<file path="src/pot_spi_pkg.sv">
// Purpose: Shared constants and types for the serial potentiometer control block
// Assumes: One system clock; link pins sampled in that domain
// Notes: Register addresses are the 5-bit addresses carried in the instruction byte
package pot_spi_pkg;

    // ************************************************************
    // Register map
    // ************************************************************
    localparam logic [4:0] ADDR_WIPER = 5'h00;          // Wiper position register
    localparam logic [4:0] ADDR_WIPER_ALT = 5'h01;      // Wiper alias address
    localparam logic [4:0] ADDR_ACCESS = 5'h10;         // Access control register
    localparam logic [7:0] WIPER_RESET = 8'h80;         // Mid-scale at power-up
    localparam logic [7:0] ACCESS_RESET = 8'h40;        // Run mode, push-pull output
    localparam logic [7:0] ACCESS_MASK = 8'h42;         // Only bits 6 and 1 exist
    localparam int ACC_RUN_BIT = 6;                     // 1 = normal, 0 = shutdown
    localparam int ACC_OD_BIT = 1;                      // 1 = open-drain output

    // ************************************************************
    // Instruction byte
    // ************************************************************
    localparam logic [2:0] OP_NOP = 3'h0;               // No operation
    localparam logic [2:0] OP_ACC_RD = 3'h1;            // Access control read
    localparam logic [2:0] OP_ACC_WR = 3'h3;            // Access control write
    localparam logic [2:0] OP_RD = 3'h4;                // Addressed read
    localparam logic [2:0] OP_WR = 3'h6;                // Addressed write
    localparam logic [2:0] ECHO_CODE = 3'h7;            // Code returned before read data

    // ************************************************************
    // Types
    // ************************************************************
    typedef struct packed
    {
        logic [7:0] wiper;      // Tap position applied to the switches
        logic run;              // High terminal connected, tap active
    } tap_drive_s;

    typedef struct packed
    {
        logic [2:0] op;         // Operation code
        logic [4:0] addr;       // Register address
    } instr_s;

endpackage

</file>
<file path="src/pot_pin_sync.sv">
// Purpose: Two-stage synchroniser with edge detection for the serial pins
// Assumes: Pins are asynchronous to CLK
// Notes: The first stage feeds only the second stage
`timescale 1ns/1ps
module pot_pin_sync
#(
    parameter int WIDTH = 3,                    // Number of pins
    parameter logic [WIDTH-1:0] INIT = '0       // Idle level at reset
)
(
    input wire logic CLK,                       // System clock
    input wire logic RESETN,                    // Asynchronous reset, active low
    input wire logic [WIDTH-1:0] PIN_IN,        // Raw pin levels
    output logic [WIDTH-1:0] LEVEL,             // Synchronised levels
    output logic [WIDTH-1:0] RISE,              // One-cycle rising-edge pulses
    output logic [WIDTH-1:0] FALL               // One-cycle falling-edge pulses
);

    logic [WIDTH-1:0] meta_reg;                 // First stage only
    logic [WIDTH-1:0] sync_reg;                 // Second stage, safe to use
    logic [WIDTH-1:0] prev_reg;                 // Delayed copy for edges

    // ************************************************************
    // Synchroniser chain
    // ************************************************************
    always_ff @(posedge CLK or negedge RESETN)
    begin
        if (!RESETN)
        begin
            meta_reg <= INIT;
            sync_reg <= INIT;
            prev_reg <= INIT;
        end
        else
        begin
            meta_reg <= PIN_IN;
            sync_reg <= meta_reg;
            prev_reg <= sync_reg;
        end
    end

    assign LEVEL = sync_reg;
    assign RISE = sync_reg & ~prev_reg;
    assign FALL = ~sync_reg & prev_reg;

endmodule // pot_pin_sync

</file>
<file path="src/pot_spi_ctrl.sv">
// Purpose: Serial slave control for a single 256-tap volatile potentiometer
// Assumes: Serial clock at least 4x slower than CLK; mode 0 framing
// Notes: Link pins are oversampled by CLK; tap outputs update at frame end
//
// Overview of operation
// - Sample serial input on rising clock, select low
// - Shift read data out on falling clock
// - Access bit 1 picks push-pull or open drain
// - Deselected means output released, standby
// - Select low makes the device active
// - Ignore traffic until first select falling edge
// - Eight-bit wiper sets tap, monotonic
// - Wiper resets to 80h
// - Address 0 wiper, 10h access control
// - New wiper applied at closing select edge
// - Leaving shutdown restores wiper at select edge
// - Access bit 6 low means shutdown
// - Instruction byte: opcode top three, address low
// - Writes take effect at closing select edge
`timescale 1ns/1ps
module pot_spi_ctrl
import pot_spi_pkg::*;
(
    input wire logic CLK,               // System clock, 125 MHz
    input wire logic RESETN,            // Asynchronous reset, active low
    input wire logic SCLK_PIN,          // Serial clock from master
    input wire logic CS_N_PIN,          // Chip select, active low
    input wire logic SERIAL_IN_PIN,     // Serial data from master
    output logic SERIAL_OUT_O,          // Serial data output level
    output logic SERIAL_OUT_OE,         // Serial output enable, high drives
    output logic [7:0] TAP_POSITION,    // Tap applied to the switches
    output logic HIGH_TERMINAL_ON,      // High terminal connected
    output logic WIPER_TO_LOW,          // Wiper tied toward low terminal
    output logic ACTIVE_MODE            // Device selected and active
);

    // ************************************************************
    // Pin synchronisation
    // ************************************************************
    logic [2:0] pin_level;              // sclk, cs_n, sdi after two flops
    logic [2:0] pin_rise;               // Rising edges
    logic [2:0] pin_fall;               // Falling edges

    // Chip select starts low in the chain, so a select already low at power-up
    // gives no falling edge; only a select seen high and then low arms the device
    pot_pin_sync #(.WIDTH(3), .INIT(3'b000)) u_sync
    (
        .CLK(CLK),
        .RESETN(RESETN),
        .PIN_IN({SCLK_PIN, CS_N_PIN, SERIAL_IN_PIN}),
        .LEVEL(pin_level),
        .RISE(pin_rise),
        .FALL(pin_fall)
    );

    wire cs_low = ~pin_level[1];        // Selected
    wire cs_open = pin_fall[1];         // Frame opens
    wire cs_close = pin_rise[1];        // Frame closes
    wire sclk_rise = pin_rise[2];       // Sample point
    wire sclk_fall = pin_fall[2];       // Launch point
    wire serial_in_pin = pin_level[0];            // Data bit

    // ************************************************************
    // State
    // ************************************************************
    logic armed_reg;                    // First select falling edge seen
    logic [7:0] wiper_reg;              // Wiper position register
    logic [7:0] access_reg;             // Access control register
    logic [7:0] shift_reg;              // Incoming byte
    logic [2:0] bit_cnt_reg;            // Bit within byte
    logic [1:0] byte_cnt_reg;           // Byte within frame, saturates at 3
    instr_s instr_reg;                  // Captured instruction
    logic wr_pend_reg;                  // Write waiting for frame end
    logic [4:0] wr_addr_reg;            // Pending write target
    logic [7:0] wr_data_reg;            // Pending write data
    logic [7:0] tx_reg;                 // Outgoing byte
    logic read_reg;                     // Frame holds a read instruction
    logic sout_reg;                     // Output data bit
    logic soe_reg;                      // Output enable
    tap_drive_s drive_reg;              // Applied tap state
    logic active_reg;                   // Active mode flag
    logic to_low_reg;                   // Wiper tied low, kept in its own flop

    // ************************************************************
    // Decode
    // ************************************************************
    function automatic logic [7:0] reg_value(input logic [4:0] a, input logic [7:0] w,
                                             input logic [7:0] c);
        if (a == ADDR_ACCESS)
            reg_value = c;
        else if (a == ADDR_WIPER || a == ADDR_WIPER_ALT)
            reg_value = w;
        else
            reg_value = 8'h00;
    endfunction

    wire take_bit = armed_reg & cs_low & sclk_rise;
    wire [7:0] byte_in = {shift_reg[6:0], serial_in_pin};                     // MSB first
    wire byte_done = take_bit & (bit_cnt_reg == 3'd7);
    instr_s instr_in;
    assign instr_in = byte_in;
    wire is_write = (instr_reg.op == OP_WR) | (instr_reg.op == OP_ACC_WR);
    wire [4:0] eff_addr = (instr_reg.op == OP_ACC_WR || instr_reg.op == OP_ACC_RD)
                          ? ADDR_ACCESS : instr_reg.addr;
    wire is_read_in = (instr_in.op == OP_RD) | (instr_in.op == OP_ACC_RD);
    wire [4:0] rd_addr_in = (instr_in.op == OP_ACC_RD) ? ADDR_ACCESS : instr_in.addr;
    wire wr_to_wiper = (wr_addr_reg == ADDR_WIPER) | (wr_addr_reg == ADDR_WIPER_ALT);
    wire wr_to_access = (wr_addr_reg == ADDR_ACCESS);
    wire commit = cs_close & wr_pend_reg;
    wire [7:0] wiper_next = (commit & wr_to_wiper) ? wr_data_reg : wiper_reg;
    wire [7:0] access_next = (commit & wr_to_access) ? (wr_data_reg & ACCESS_MASK)
                                                      : access_reg;
    wire od_mode = access_reg[ACC_OD_BIT];
    // Open drain only drives low; a one is left to the external pull-up
    wire [7:0] tx_shift = {tx_reg[6:0], 1'b0};

    // ************************************************************
    // Arming after reset
    // ************************************************************
    always_ff @(posedge CLK or negedge RESETN)
    begin
        if (!RESETN)
            armed_reg <= 1'b0;
        else if (cs_open)
            armed_reg <= 1'b1;
    end

    // ************************************************************
    // Receive framing
    // ************************************************************
    always_ff @(posedge CLK or negedge RESETN)
    begin
        if (!RESETN)
        begin
            shift_reg <= 8'h00;
            bit_cnt_reg <= 3'd0;
            byte_cnt_reg <= 2'd0;
            instr_reg <= '0;
            read_reg <= 1'b0;
        end
        else if (!cs_low)
        begin
            // Deselect restarts byte alignment for the next frame
            bit_cnt_reg <= 3'd0;
            byte_cnt_reg <= 2'd0;
            read_reg <= 1'b0;
        end
        else if (take_bit)
        begin
            shift_reg <= byte_in;
            bit_cnt_reg <= bit_cnt_reg + 3'd1;
            if (byte_done && byte_cnt_reg != 2'd3)
                byte_cnt_reg <= byte_cnt_reg + 2'd1;
            // Only byte slot 0 carries the instruction; later bytes never change the target
            if (byte_done && byte_cnt_reg == 2'd0)
            begin
                instr_reg <= instr_in;
                read_reg <= is_read_in;
            end
        end
    end

    // ************************************************************
    // Write capture, held until select rises
    // ************************************************************
    always_ff @(posedge CLK or negedge RESETN)
    begin
        if (!RESETN)
        begin
            wr_pend_reg <= 1'b0;
            wr_addr_reg <= 5'd0;
            wr_data_reg <= 8'h00;
        end
        else if (!cs_low)
            wr_pend_reg <= 1'b0;
        else if (byte_done && byte_cnt_reg == 2'd1 && is_write)
        begin
            wr_pend_reg <= 1'b1;
            wr_addr_reg <= eff_addr;
            wr_data_reg <= byte_in;
        end
    end

    // ************************************************************
    // Register file; unknown addresses leave both untouched
    // ************************************************************
    always_ff @(posedge CLK or negedge RESETN)
    begin
        if (!RESETN)
        begin
            wiper_reg <= WIPER_RESET;
            access_reg <= ACCESS_RESET;
        end
        else
        begin
            wiper_reg <= wiper_next;
            access_reg <= access_next;
        end
    end

    // ************************************************************
    // Read return: echo then data, launched on falling clock
    // ************************************************************
    always_ff @(posedge CLK or negedge RESETN)
    begin
        if (!RESETN)
            tx_reg <= 8'h00;
        else if (take_bit && byte_done && byte_cnt_reg == 2'd1 && read_reg)
            tx_reg <= {ECHO_CODE, instr_reg.addr};                  // Third byte
        else if (take_bit && byte_done && byte_cnt_reg == 2'd2 && read_reg)
            tx_reg <= reg_value(eff_addr, wiper_reg, access_reg);   // Fourth byte
        else if (cs_low && sclk_fall && bit_cnt_reg != 3'd0)
            tx_reg <= tx_shift;
    end

    always_ff @(posedge CLK or negedge RESETN)
    begin
        if (!RESETN)
        begin
            sout_reg <= 1'b1;
            soe_reg <= 1'b0;
        end
        else if (!cs_low || !armed_reg)
        begin
            sout_reg <= 1'b1;
            soe_reg <= 1'b0;
        end
        else if (sclk_fall)
        begin
            // Launch the current MSB on each falling clock
            sout_reg <= (bit_cnt_reg == 3'd0) ? tx_reg[7] : tx_shift[7];
            soe_reg <= od_mode ? ~((bit_cnt_reg == 3'd0) ? tx_reg[7] : tx_shift[7])
                               : 1'b1;
        end
    end

    // ************************************************************
    // Tap drive, updated only at frame close
    // ************************************************************
    always_ff @(posedge CLK or negedge RESETN)
    begin
        if (!RESETN)
        begin
            drive_reg.wiper <= WIPER_RESET;
            drive_reg.run <= ACCESS_RESET[ACC_RUN_BIT];
            to_low_reg <= ~ACCESS_RESET[ACC_RUN_BIT];
        end
        else if (cs_close)
        begin
            drive_reg.wiper <= wiper_next;
            drive_reg.run <= access_next[ACC_RUN_BIT];
            to_low_reg <= ~access_next[ACC_RUN_BIT];
        end
    end

    always_ff @(posedge CLK or negedge RESETN)
    begin
        if (!RESETN)
            active_reg <= 1'b0;
        else
            active_reg <= armed_reg & cs_low;
    end

    assign SERIAL_OUT_O = sout_reg;
    assign SERIAL_OUT_OE = soe_reg;
    assign TAP_POSITION = drive_reg.wiper;
    assign HIGH_TERMINAL_ON = drive_reg.run;
    assign WIPER_TO_LOW = to_low_reg;
    assign ACTIVE_MODE = active_reg;

endmodule // pot_spi_ctrl

</file>
<file path="config.mk">
export PLATFORM = sky130hd
export DESIGN_NAME = pot_spi_ctrl
export DESIGN_NICKNAME = d
export VERILOG_FILES = /design/src/pot_spi_pkg.sv /design/src/pot_pin_sync.sv /design/src/pot_spi_ctrl.sv
export SDC_FILE = /design/constraint.sdc
export NUM_CORES = 1
export LEC_CHECK = 0
export ABC_AREA = 0
export ABC_CLOCK_PERIOD_IN_PS = 5260
export BUFFER_PORTS_ARGS = -buffer_cell sky130_fd_sc_hd__clkbuf_2
export CAP_MARGIN = 5
export CORE_ASPECT_RATIO = 0.9
export CORE_MARGIN = 1
export CORE_UTILIZATION = 60
export DETAILED_ROUTE_END_ITERATION = 8
export GPL_ROUTABILITY_DRIVEN = 1
export GPL_TIMING_DRIVEN = 0
export PLACE_DENSITY = 0.8
export RECOVER_POWER = 50
export SYNTH_ARGS = -nofsm -noshare
export SYNTH_HDL_FRONTEND = slang
export SYNTH_HIERARCHICAL = 1
export SYNTH_SLANG_ARGS = --single-unit
</file>
<file path="constraint.sdc">
create_clock -name CLK -period 5.26 [get_ports CLK]
set_clock_uncertainty 0.1 [all_clocks]
set_input_delay 0.263 -clock CLK [delete_from_list [all_inputs] [get_ports CLK]]
set_output_delay 0.263 -clock CLK [all_outputs]
set_load 0.005 [all_outputs]
</file>
**Word level (Yosys, flattened, before mapping)**

Index checks and enable logic that the tools add are counted.
Widths: inputs -> output; s select.

- Input bits: 5
- Logic and storage cells: 109
- Bits in registers: 76

- Equal/unequal tests: 13
- Bitwise operators: 16
- Mux-type cells: 24
- Reductions and logical operators: 31
- Add/subtract/negate cells: 2

Operator list:

| cell | number |
|---|---|
| $mux 8 | 6 |
| $logic_and 1x1->1 | 11 |
| $mux 1 | 11 |
| $eq 5x1->1 const B | 2 |
| $eq 5x5->1 const B | 2 |
| $logic_not 5->1 | 2 |
| $reduce_bool 2->1 | 5 |
| $eq 3x3->1 const B | 3 |
| $reduce_and 2->1 | 4 |
| $mux 7 | 1 |
| $and 1x1->1 | 6 |
| $and 3x3->3 | 2 |
| $eq 3x1->1 const B | 2 |
| $mux 2 | 3 |
| $mux 3 | 2 |
| $not 3->3 | 2 |
| $reduce_bool 3->1 | 2 |
| $mux 5 | 1 |
| $add 3x1->3 const B | 1 |
| $eq 3x2->1 const B | 1 |
| $logic_not 3->1 | 1 |
| $logic_or 1x1->1 | 3 |
| $not 1->1 | 3 |
| $or 1x1->1 | 3 |
| other kinds (7) | 7 |

**Logic depth before layout (Yosys ltp)**

Gate-level depths: netlist of the first run.

- Depth in word-level cells: 9
- Mapped depth: 7
- Gate-level depth less buffers: 6

**By module**

Netlist of the first run, hierarchy kept.

By module, submodules not included:

| module | cells each | area each (um^2) | instances |
|---|---|---|---|
| pot_spi_ctrl | 243 | 2991.6 | 1 |
| pot_pin_sync | 15 | 277.8 | 1 |

**Worst setup path before layout of the first run**

OpenSTA, ideal clock, no wires.

- Path type: register to register
- Start: register bit_cnt_reg[0]
- End: register instr_reg[0] (netlist name)
- Cell stages (with the launch flop): 6
- Slack: 3.457 ns
- Arrival time: 1.578 ns
- Cell sequence: dfrtp_1 > ha_1 > ha_1 > and4b_1 > nand2_1 > mux2_2

- Word-level cells in the longest chain between the ends: 4

RTL lines:

| what | RTL line | source |
|---|---|---|
| from (decl) | pot_spi_ctrl.sv:70 | `logic [2:0] bit_cnt_reg;` |
| from (signal assigned) | pot_spi_ctrl.sv:151 | `bit_cnt_reg <= bit_cnt_reg + 3'd1;` |
| $eq 3x3->1 | pot_spi_ctrl.sv:99 | `wire byte_done = take_bit & (bit_cnt_reg == 3'd7);` |
| $and 1x1->1 | pot_spi_ctrl.sv:99 |  |
| $logic_and 1x1->1 | pot_spi_ctrl.sv:155 | `if (byte_done && byte_cnt_reg == 2'd0)` |
| $reduce_and 3->1 (no line) | -- |  |
| to (signal assigned) | pot_spi_ctrl.sv:157 | `instr_reg <= instr_in;` |
| to (decl) | pot_spi_ctrl.sv:72 | `instr_s instr_reg;` |

Every way passes these cells.
A chain may end at the register's enable or synchronous reset.

**Worst setup path in the final report of the first run**

- Start: register byte_cnt_reg[1]
- End: register tx_reg[1]

- Word-level cells in the longest chain between the ends: 5
- Elaborated cells on any way between the ends: 9
- Classes of those cells: eq/ne (2); mux (2); reduce/logical (5)

RTL lines:

| what | RTL line | source |
|---|---|---|
| from (decl) | pot_spi_ctrl.sv:71 | `logic [1:0] byte_cnt_reg;` |
| from (signal assigned) | pot_spi_ctrl.sv:153 | `byte_cnt_reg <= byte_cnt_reg + 2'd1;` |
| $eq 2x2->1 | pot_spi_ctrl.sv:210 | `else if (take_bit && byte_done && byte_cnt_reg == 2'd2 && read_reg)` |
| $logic_and 1x1->1 (2 in a row) | pot_spi_ctrl.sv:210 |  |
| $mux 8 | pot_spi_ctrl.sv:210 |  |
| $mux 8 | pot_spi_ctrl.sv:208 | `else if (take_bit && byte_done && byte_cnt_reg == 2'd1 && read_reg)` |
| to (signal assigned) | pot_spi_ctrl.sv:209 | `tx_reg <= {ECHO_CODE, instr_reg.addr};` |
| to (signal assigned) | pot_spi_ctrl.sv:211 | `tx_reg <= reg_value(eff_addr, wiper_reg, access_reg);` |
| to (signal assigned) | pot_spi_ctrl.sv:213 | `tx_reg <= tx_shift;` |
| to (decl) | pot_spi_ctrl.sv:76 | `logic [7:0] tx_reg;` |

Several ways; a longest one is shown, not always the timed one.

==> flow_metrics.tcl, run 1 <==
set metrics [dict create \
    power_density_mw_per_mm2 322.0 \
    slew_violations 0 \
    grtUsageTotal_pct 24.05 \
    avgSynthCellArea_um2 12.65 \
    tritoncts "done" \
    fin_crit_ps 2125 \
    path_class "reg2reg" \
    crit_buf_inv 1 \
    clk_pin_slew_ps 70 \
    fp.dieArea_mm2 0.005676 \
    whs_ps 250.4 \
    cts_max_level 3 \
    drt-total-wl_um 5843 \
    drive_gt1_share_pct 30.38 \
    startpoint_type "flop" \
    p_sw_share_pct 23.47 \
    power.leakage_nw 1.821 \
    ant_nets 0 \
    crit_path_end_kind "flop" \
    synth_nets 267 \
    row_count 24 \
    p_int_mw 0.9028 \
    viasPerCell 5.749 \
    cp_cell_sequence "inv_1, ha_1, nor2b_1, nand4_1, a32o_1, o22a_1" \
    cp.depth 6 \
    cp-endpoint "tx_reg[1]" \
    final_nets 300 \
    hold_viol 0 \
    r2r_slack_ps 3130 \
    fin_total_pwr_mw 1.180 \
    synthCells 255 \
    grt_pass1_vias 2033 \
    timing.fmax_mhz 470.6 \
    cts_buffer_depth 2 \
    die_w_um 79.30 \
    dr.pass1.iters 4 \
    slew_headroom_pct 49.40 \
    start_util_pct 64.35 \
    pwr-share-comb_pct 7.3 \
    cpPeakStageDelay_ps 410 \
    route.detailed.drc 0 \
    grt_max_degree 65 \
    avgRoutedWirePerCell_um 16.32 \
    grt_overflow_total 0 \
    p_switching_mw 0.2769 \
    hpwl_um 4179 \
    peakVddDrop_mv 0.2552 \
    hold_class "reg2reg" \
    reg2reg_depth 6 \
    final_common_cell "dfrtp_1" \
    critPathMaxFanout 9 \
    status "finished, final reports clean" \
    fin_crit_sh_pct 40.40 \
    netlist_area_mm2 0.003227 \
    gp_congestion 0.8319 \
    critPathSlowestCell "dfrtp_1" \
    grt_antenna_before_repair 0 \
    rsz0062_at_grt "false" \
    core_mm2 0.005015 \
    critPathRequiredTime_ps 5390 \
    p_seq_share_pct 54.8 \
    synth_warnings 6 \
    root_buffer "clkbuf_8" \
    die_height_um 71.57 \
    fillers 351 \
    multi_input_area_mm2 0.001289 \
    cts_sinks 75 \
    synthToLayoutAreaGrowth_pct 13.53 \
    tns_ps 0 \
    cp_top_family "simple AND/OR/NAND/NOR gates" \
    first_iter_violations 155 \
    final_cell_mix "dfrtp_1 (70), mux2_2 (41), nand2_1 (19)" \
    crit_start "byte_cnt_reg[1]" \
    clkPwrFrac_pct 37.8 \
    setup_violations 0 \
    cp.arrival_ps 2260 \
    via_count 2058 \
    diodes 0 \
    clk-insertion-delay-late_ps 340 \
    portBuffers 17 \
    maxCapViolCount 0 \
    worst_slew_pin_slew_ps 759.0 \
    io-pin-count 18 \
    regArea_mm2 0.001883 \
    grt_pass1_wl_um 9977 \
    reg2reg_from "byte_cnt_reg[1]" \
    worst_r2r_endpoint "tx_reg[1]" \
    numCtsBuffers 9 \
]
-- final cells by class --
class,instances,area share [%]
buffer,5,0.5806
inverter,9,0.9221
clock inverter,4,1.332
sequential,75,51.40
clock buffer,12,4.235
tap,65,2.220
multi-input combinational,166,35.18
timing repair buffer,22,4.133
-- how the worst min path moves through the flow --
| stage | slack [ps] | cells past startpoint | end | startpoint |
|---|---|---|---|---|
| after global placement | 230 | 0 | u_sync/LEVEL[0] | u_sync/meta_reg[0] |
| after detailed placement | 50 | 1 | u_sync/prev_reg[1] | RESETN |
| after CTS | 220 | 2 | armed_reg | RESETN |
| after global routing | 260 | 0 | u_sync/LEVEL[0] | u_sync/meta_reg[0] |
| final | 250 | 0 | u_sync/LEVEL[2] | u_sync/meta_reg[2] |
| after floorplan | -130 | 0 | ACTIVE_MODE | RESETN |
-- what timing repair did --
action	CTS	global route
buffers inserted	0	0
hold endpoints to repair	44	0
resized for setup	0	0
hold buffers	4	0
endpoints found under the setup margin	0	0
-- worst reg2reg max path, delay by kind of cell (launching register included) --
family / cells / cell delay, ps
flops: 1 / 410
simple gates: 2 / 700
buf+inv: 1 / 90
fa+ha+maj: 1 / 150
compound gates: 2 / 550
-- per-stage QoR --
stage	instances	instance area, µm²	utilization, %	worst slack [ps]
after floorplan	255	3227	-	3457
after global placement	337	3393	67.66	3183
after detailed placement	338	3423	68.26	3174
after CTS	358	3667	73.13	3151
after global routing	358	3664	73.05	2986
final	358	3664	73.05	3135
-- routing by layer --
metal,global-route usage [%],wire [µm],vias up
li1,-,-,971
met1,31.89,2728,1007
met2,35.73,2642,64
met3,8.535,310,16
met4,11.11,162,0
met5,0,0,-
-- power by group through the flow --
stage          Sequential, mW  Clock (mW)  Combinational, mW
3_3_place_gp            0.657           0             0.0788
6_report                0.647       0.446             0.0866
2_1_floorplan           0.645           0             0.0561
5_1_grt                 0.652       0.477             0.0955
3_5_place_dp            0.657           0             0.0844
4_1_cts                 0.647       0.456             0.0878
No activity file was read; power rests on OpenSTA's default activity.
==> inputs of run 2 (changes only) <==
- ABC_CLOCK_PERIOD_IN_PS: 5260 -> 1800
- CORE_UTILIZATION: 60 -> 54
- PLACE_DENSITY: 0.8 -> 0.76
- clock period: 5.26 -> 1.8 ns (I/O delays scaled with it)
==> run 2 against run 1 <==
Routed wire length is 12% higher. Highest routed layer unchanged. First-iteration DRC count fell by 9.7%. Combinational power rose to 3.0 times the previous value. Sequential cell count unchanged. Sequential share of layout area decreased by 3.4 points. Count of clock-buffer cells in the layout down 1. The run now ends with setup timing left. Maximum frequency increased by 11%. Largest cell class unchanged. Non-clock buffer count up 13.
==> flow_metrics.tcl, run 2 (same netlist as run 1, synthesis figures left out) <==
set metrics [dict create \
    status "complete, but fails checks" \
    violations "setup timing" \
    fin_crit_sh_pct 106.0 \
    synthToLayoutAreaGrowth_pct 21.64 \
    power.leakage_nw 1.935 \
    portBuffers 17 \
    post-route-util_pct 68.55 \
    final_common_cell "dfrtp_1" \
    fin_crit_ps 1909 \
    io-pin-count 18 \
    crit_path_end_kind "flop" \
    dr.pass1.iters 5 \
    drt-total-wl_um 6515 \
    gp_congestion 0.8002 \
    hold_class "in2async" \
    avgRoutedWirePerCell_um 17.33 \
    start_util_pct 56.36 \
    slew_headroom_pct 54.08 \
    grt_pass1_wl_um 9653 \
    rsz0062_at_grt "true" \
    fin_total_pwr_mw 3.414 \
    first_iter_violations 140 \
    grtUsageTotal_pct 21.04 \
    cp_cell_sequence "and2b_2, nor4b_4, nand3b_4, mux2_4, mux2_4" \
    cpPeakStageDelay_ps 380 \
    viasPerCell 5.609 \
    grt_pass1_vias 1988 \
    route.detailed.drc 0 \
    grt_max_degree 50 \
    hold_viol 0 \
    fp.dieArea_mm2 0.006289 \
    core_mm2 0.005725 \
    slew_violations 0 \
    cp_top_family "simple AND/OR/NAND/NOR gates" \
    peakVddDrop_mv 0.6017 \
    critPathSlowestCell "dfrtp_1" \
    critPathMaxFanout 8 \
    grt_antenna_before_repair 0 \
    timing.fmax_mhz 524.0 \
    numCtsBuffers 9 \
    row_count 26 \
    root_buffer "clkbuf_8" \
    hpwl_um 4144 \
    power_density_mw_per_mm2 869.7 \
    cts_sinks 75 \
    critPathRequiredTime_ps 1940 \
    clk_pin_slew_ps 70 \
    clk-insertion-delay-late_ps 350 \
    maxCapViolCount 0 \
    path_class "reg2reg" \
    cts_buffer_depth 2 \
    drive_gt1_share_pct 39.54 \
    diodes 0 \
    ant_nets 0 \
    grt_overflow_total 0 \
    setup_violations 38 \
    layout_setup_ws_ps -108.5 \
    die_height_um 75.34 \
    cts_max_level 3 \
    cp.arrival_ps 2040 \
    dp_slack_ps -330.3 \
    tritoncts "done" \
    via_count 2109 \
    die_w_um 83.49 \
    startpoint_type "flop" \
    worst_slew_pin_slew_ps 688.7 \
    final_cell_mix "dfrtp_1 (69), mux2_2 (30), nand2_1 (17), clkbuf_2 (17), nor2_1 (14)" \
    crit_buf_inv 0 \
    cpMostUsedCell "mux2_4" \
    final_nets 314 \
]
run 2: cell type report:
class	count	area [µm²]
well taps	70	87.58
fillers	405	1800
plain buffers	5	45.04
multi-input cells	167	1444
clock buffers	11	141.4
repair buffers	35	237.7
flip-flops and latches	75	1884
clock inverters	4	51.30
inverters	9	33.78
run 2: worst register-to-register path, cell delays in order, from the launching register on:
cell and delay (ps):
dfrtp_1 380, and2b_2 230, nor4b_4 270, nand3b_4 210, mux2_4 350, mux2_4 260
run 2: final timing paths:
path / to / slack (ps) / from / cells after the start
setup reg to reg: TAP_POSITION[4] / -110 / u_sync/prev_reg[1] / 5
hold / removal: u_sync/meta_reg[1] / 220 / RESETN / 2
setup / recovery: TAP_POSITION[4] / -110 / u_sync/prev_reg[1] / 5
max in group asynchronous: instr_reg[7] / 220 / RESETN / 3
min in group CLK: u_sync/LEVEL[0] / 250 / u_sync/meta_reg[0] / 0
hold reg to reg: u_sync/LEVEL[0] / 250 / u_sync/meta_reg[0] / 0
run 2: per-stage QoR:
stage	cells	hold slack [ps]	instance area (µm²)	setup TNS, ps
2_1_floorplan	255	-305.6	3227	-22.28
5_1_grt	376	257.4	3925	-5684
6_report	376	220.0	3925	-1594
4_1_cts	369	137.7	3795	-960.3
3_3_place_gp	342	98.07	3400	-14430
3_5_place_dp	343	-24.37	3430	-9372
run 2: power breakdown:
group	total, mW	internal [mW]	leakage, nW	switching, mW
logic	0.257	0.137	0.856	0.119
registers	1.90	1.79	0.984	0.106
clock network	1.26	0.671	0.0954	0.589
run 2: what timing repair did:
action	CTS	global route
hold buffers	4	0
pin swaps	9	7
setup buffers	6	6
hold endpoints to repair	74	0
gates resized for setup	29	24
cloned	1	1
setup endpoints to repair	48	49
run 2: metal layers:
layer  GRT usage, %  share of wire (%)  up-vias
li1               -                  -      995
met1          28.41                 47     1061
met2          32.70                 48       47
met3          6.609                4.8        6
met4          8.098               0.78        0
met5              0                  0        -
==> inputs of run 3 (changes only) <==
- PLACE_DENSITY: 0.76 -> 0.71
==> run 3 against run 2 <==
The run still ends with setup timing left. Sequential cell count unchanged. First-iteration DRC count grew 16%. Total power grew 4.7%. Non-clock buffer count is 2 lower. Routed wire length up 0.72%. Clock power increased by 13%. Cell count down 0.27%. Maximum frequency is 0.12% higher. Critical path depth grew 1. Die area stayed put. Count of clock-buffer cells in the layout is 1 higher. Largest cell class unchanged.
==> flow_metrics.tcl, run 3 (same netlist as run 1, synthesis figures left out) <==
set metrics [dict create \
    status "complete, but fails checks" \
    violations "setup timing" \
    whs_ps 250.1 \
    crit_path_end_kind "flop" \
    fillers 399 \
    drt-total-wl_um 6562 \
    regArea_mm2 0.001884 \
    cts_buffer_depth 2 \
    synthToLayoutAreaGrowth_pct 22.18 \
    portBuffers 17 \
    start_util_pct 56.36 \
    grt_pass1_wl_um 10870 \
    multi_input_area_mm2 0.001440 \
    slew_headroom_pct 45.22 \
    final_common_cell "dfrtp_1" \
    reg2reg_from "bit_cnt_reg[1]" \
    via_count 2123 \
    fin_total_pwr_mw 3.573 \
    power.leakage_nw 1.928 \
    grt_overflow_total 0 \
    diodes 0 \
    grt_max_degree 44 \
    avgRoutedWirePerCell_um 17.50 \
    hp-start "u_sync/meta_reg[2]" \
    peakVddDrop_mv 0.6734 \
    cp.arrival_ps 2040 \
    die_w_um 83.49 \
    route.detailed.drc 0 \
    root_buffer "clkbuf_8" \
    power_density_mw_per_mm2 906.3 \
    gp_congestion 0.8135 \
    final_nets 312 \
    grtUsageTotal_pct 23.54 \
    hold_viol 0 \
    worst_slew_pin_slew_ps 821.7 \
    grt_antenna_before_repair 0 \
    grt_pass1_vias 2114 \
    numCtsBuffers 9 \
    row_count 26 \
    drive_gt1_share_pct 41.64 \
    timing.fmax_mhz 524.6 \
    dr.pass1.iters 4 \
    fin_crit_ps 1906 \
    clk_pin_slew_ps 70 \
    setup_violations 28 \
    fp.dieArea_mm2 0.006289 \
    cts_sinks 75 \
    hold_class "reg2reg" \
    hpwl_um 4275 \
    crit_start "bit_cnt_reg[1]" \
    dp_slack_ps -265.0 \
    whs_path_depth 0 \
    critPathRequiredTime_ps 1930 \
    io-pin-count 18 \
    reg2reg_depth 6 \
    critPathMaxFanout 6 \
    rsz0062_at_grt "true" \
    maxCapViolCount 0 \
    layout_setup_ws_ps -106.3 \
    slew_violations 0 \
    cts_max_level 3 \
    fin_crit_sh_pct 105.9 \
    clk-insertion-delay-late_ps 350 \
    startpoint_type "flop" \
    viasPerCell 5.661 \
    ant_nets 0 \
    path_class "reg2reg" \
    tritoncts "done" \
    final_cell_mix "dfrtp_1 (69), mux2_2 (38), clkbuf_2 (17)" \
    core_mm2 0.005725 \
    first_iter_violations 163 \
    die_height_um 75.34 \
    tns_ps -1702 \
]
[run 3: final timing paths]
path / endpoint / slack, ps
min in group asynchronous: u_sync/prev_reg[1] / 260
worst min-delay path: u_sync/LEVEL[2] / 250
max in group asynchronous: wr_data_reg[1] / 190
worst min register to register: u_sync/LEVEL[2] / 250
worst max register to register: wr_data_reg[1] / -110
worst max-delay path: wr_data_reg[1] / -110
[run 3: timing repair]
action                                  in CTS  in global routing
hold endpoints to repair                    35                  0
endpoints found under the setup margin      50                 47
hold buffers                                 4                  0
resized for setup                           38                 19
setup buffers                                6                  3
gates cloned                                 3                  0
pin swaps                                   16                 10
[run 3: cell type report]
type	instances	share of cell area, %
clock buffers	12	3.681
flip-flops and latches	75	47.79
plain buffers	5	1.016
inverters	9	0.8569
repair buffers	33	6.030
well taps	70	2.222
multi-input cells	167	36.53
clock inverters	4	1.872
[run 3: worst max-delay path: stages (launching register included)]
cell and delay [ps]:
dfrtp_1 370, ha_2 210, ha_4 130, and4b_2 350
buf_6 130, nand4_4 160, mux2_2 340
[run 3: power by group]
group | total (mW) | switching [mW] | leakage [nW] | internal, mW
clock network | 1.42 | 0.600 | 0.111 | 0.820
registers | 1.90 | 0.108 | 0.984 | 1.79
logic | 0.253 | 0.121 | 0.833 | 0.133
total | 3.57 | 0.829 | 1.93 | 2.74
[run 3: metrics by stage]
| stage | utilization [%] | std cells | cell area [µm²] |
|---|---|---|---|
| after floorplan | - | 255 | 3227 |
| after global placement | 59.38 | 342 | 3400 |
| after detailed placement | 59.77 | 343 | 3422 |
| after CTS | 67.64 | 372 | 3872 |
| after global routing | 68.86 | 375 | 3943 |
| final | 68.86 | 375 | 3943 |
[run 3: layer usage]
layer / wire (µm) / up-vias / global-route usage [%] / part of all wire (%)
li1: - / 990 / - / -
met1: 3021 / 1071 / 30.62 / 46
met2: 3070 / 46 / 38.71 / 47
met3: 304 / 16 / 6.934 / 4.6
met4: 166 / 0 / 8.475 / 2.5
met5: 0 / - / 0 / 0
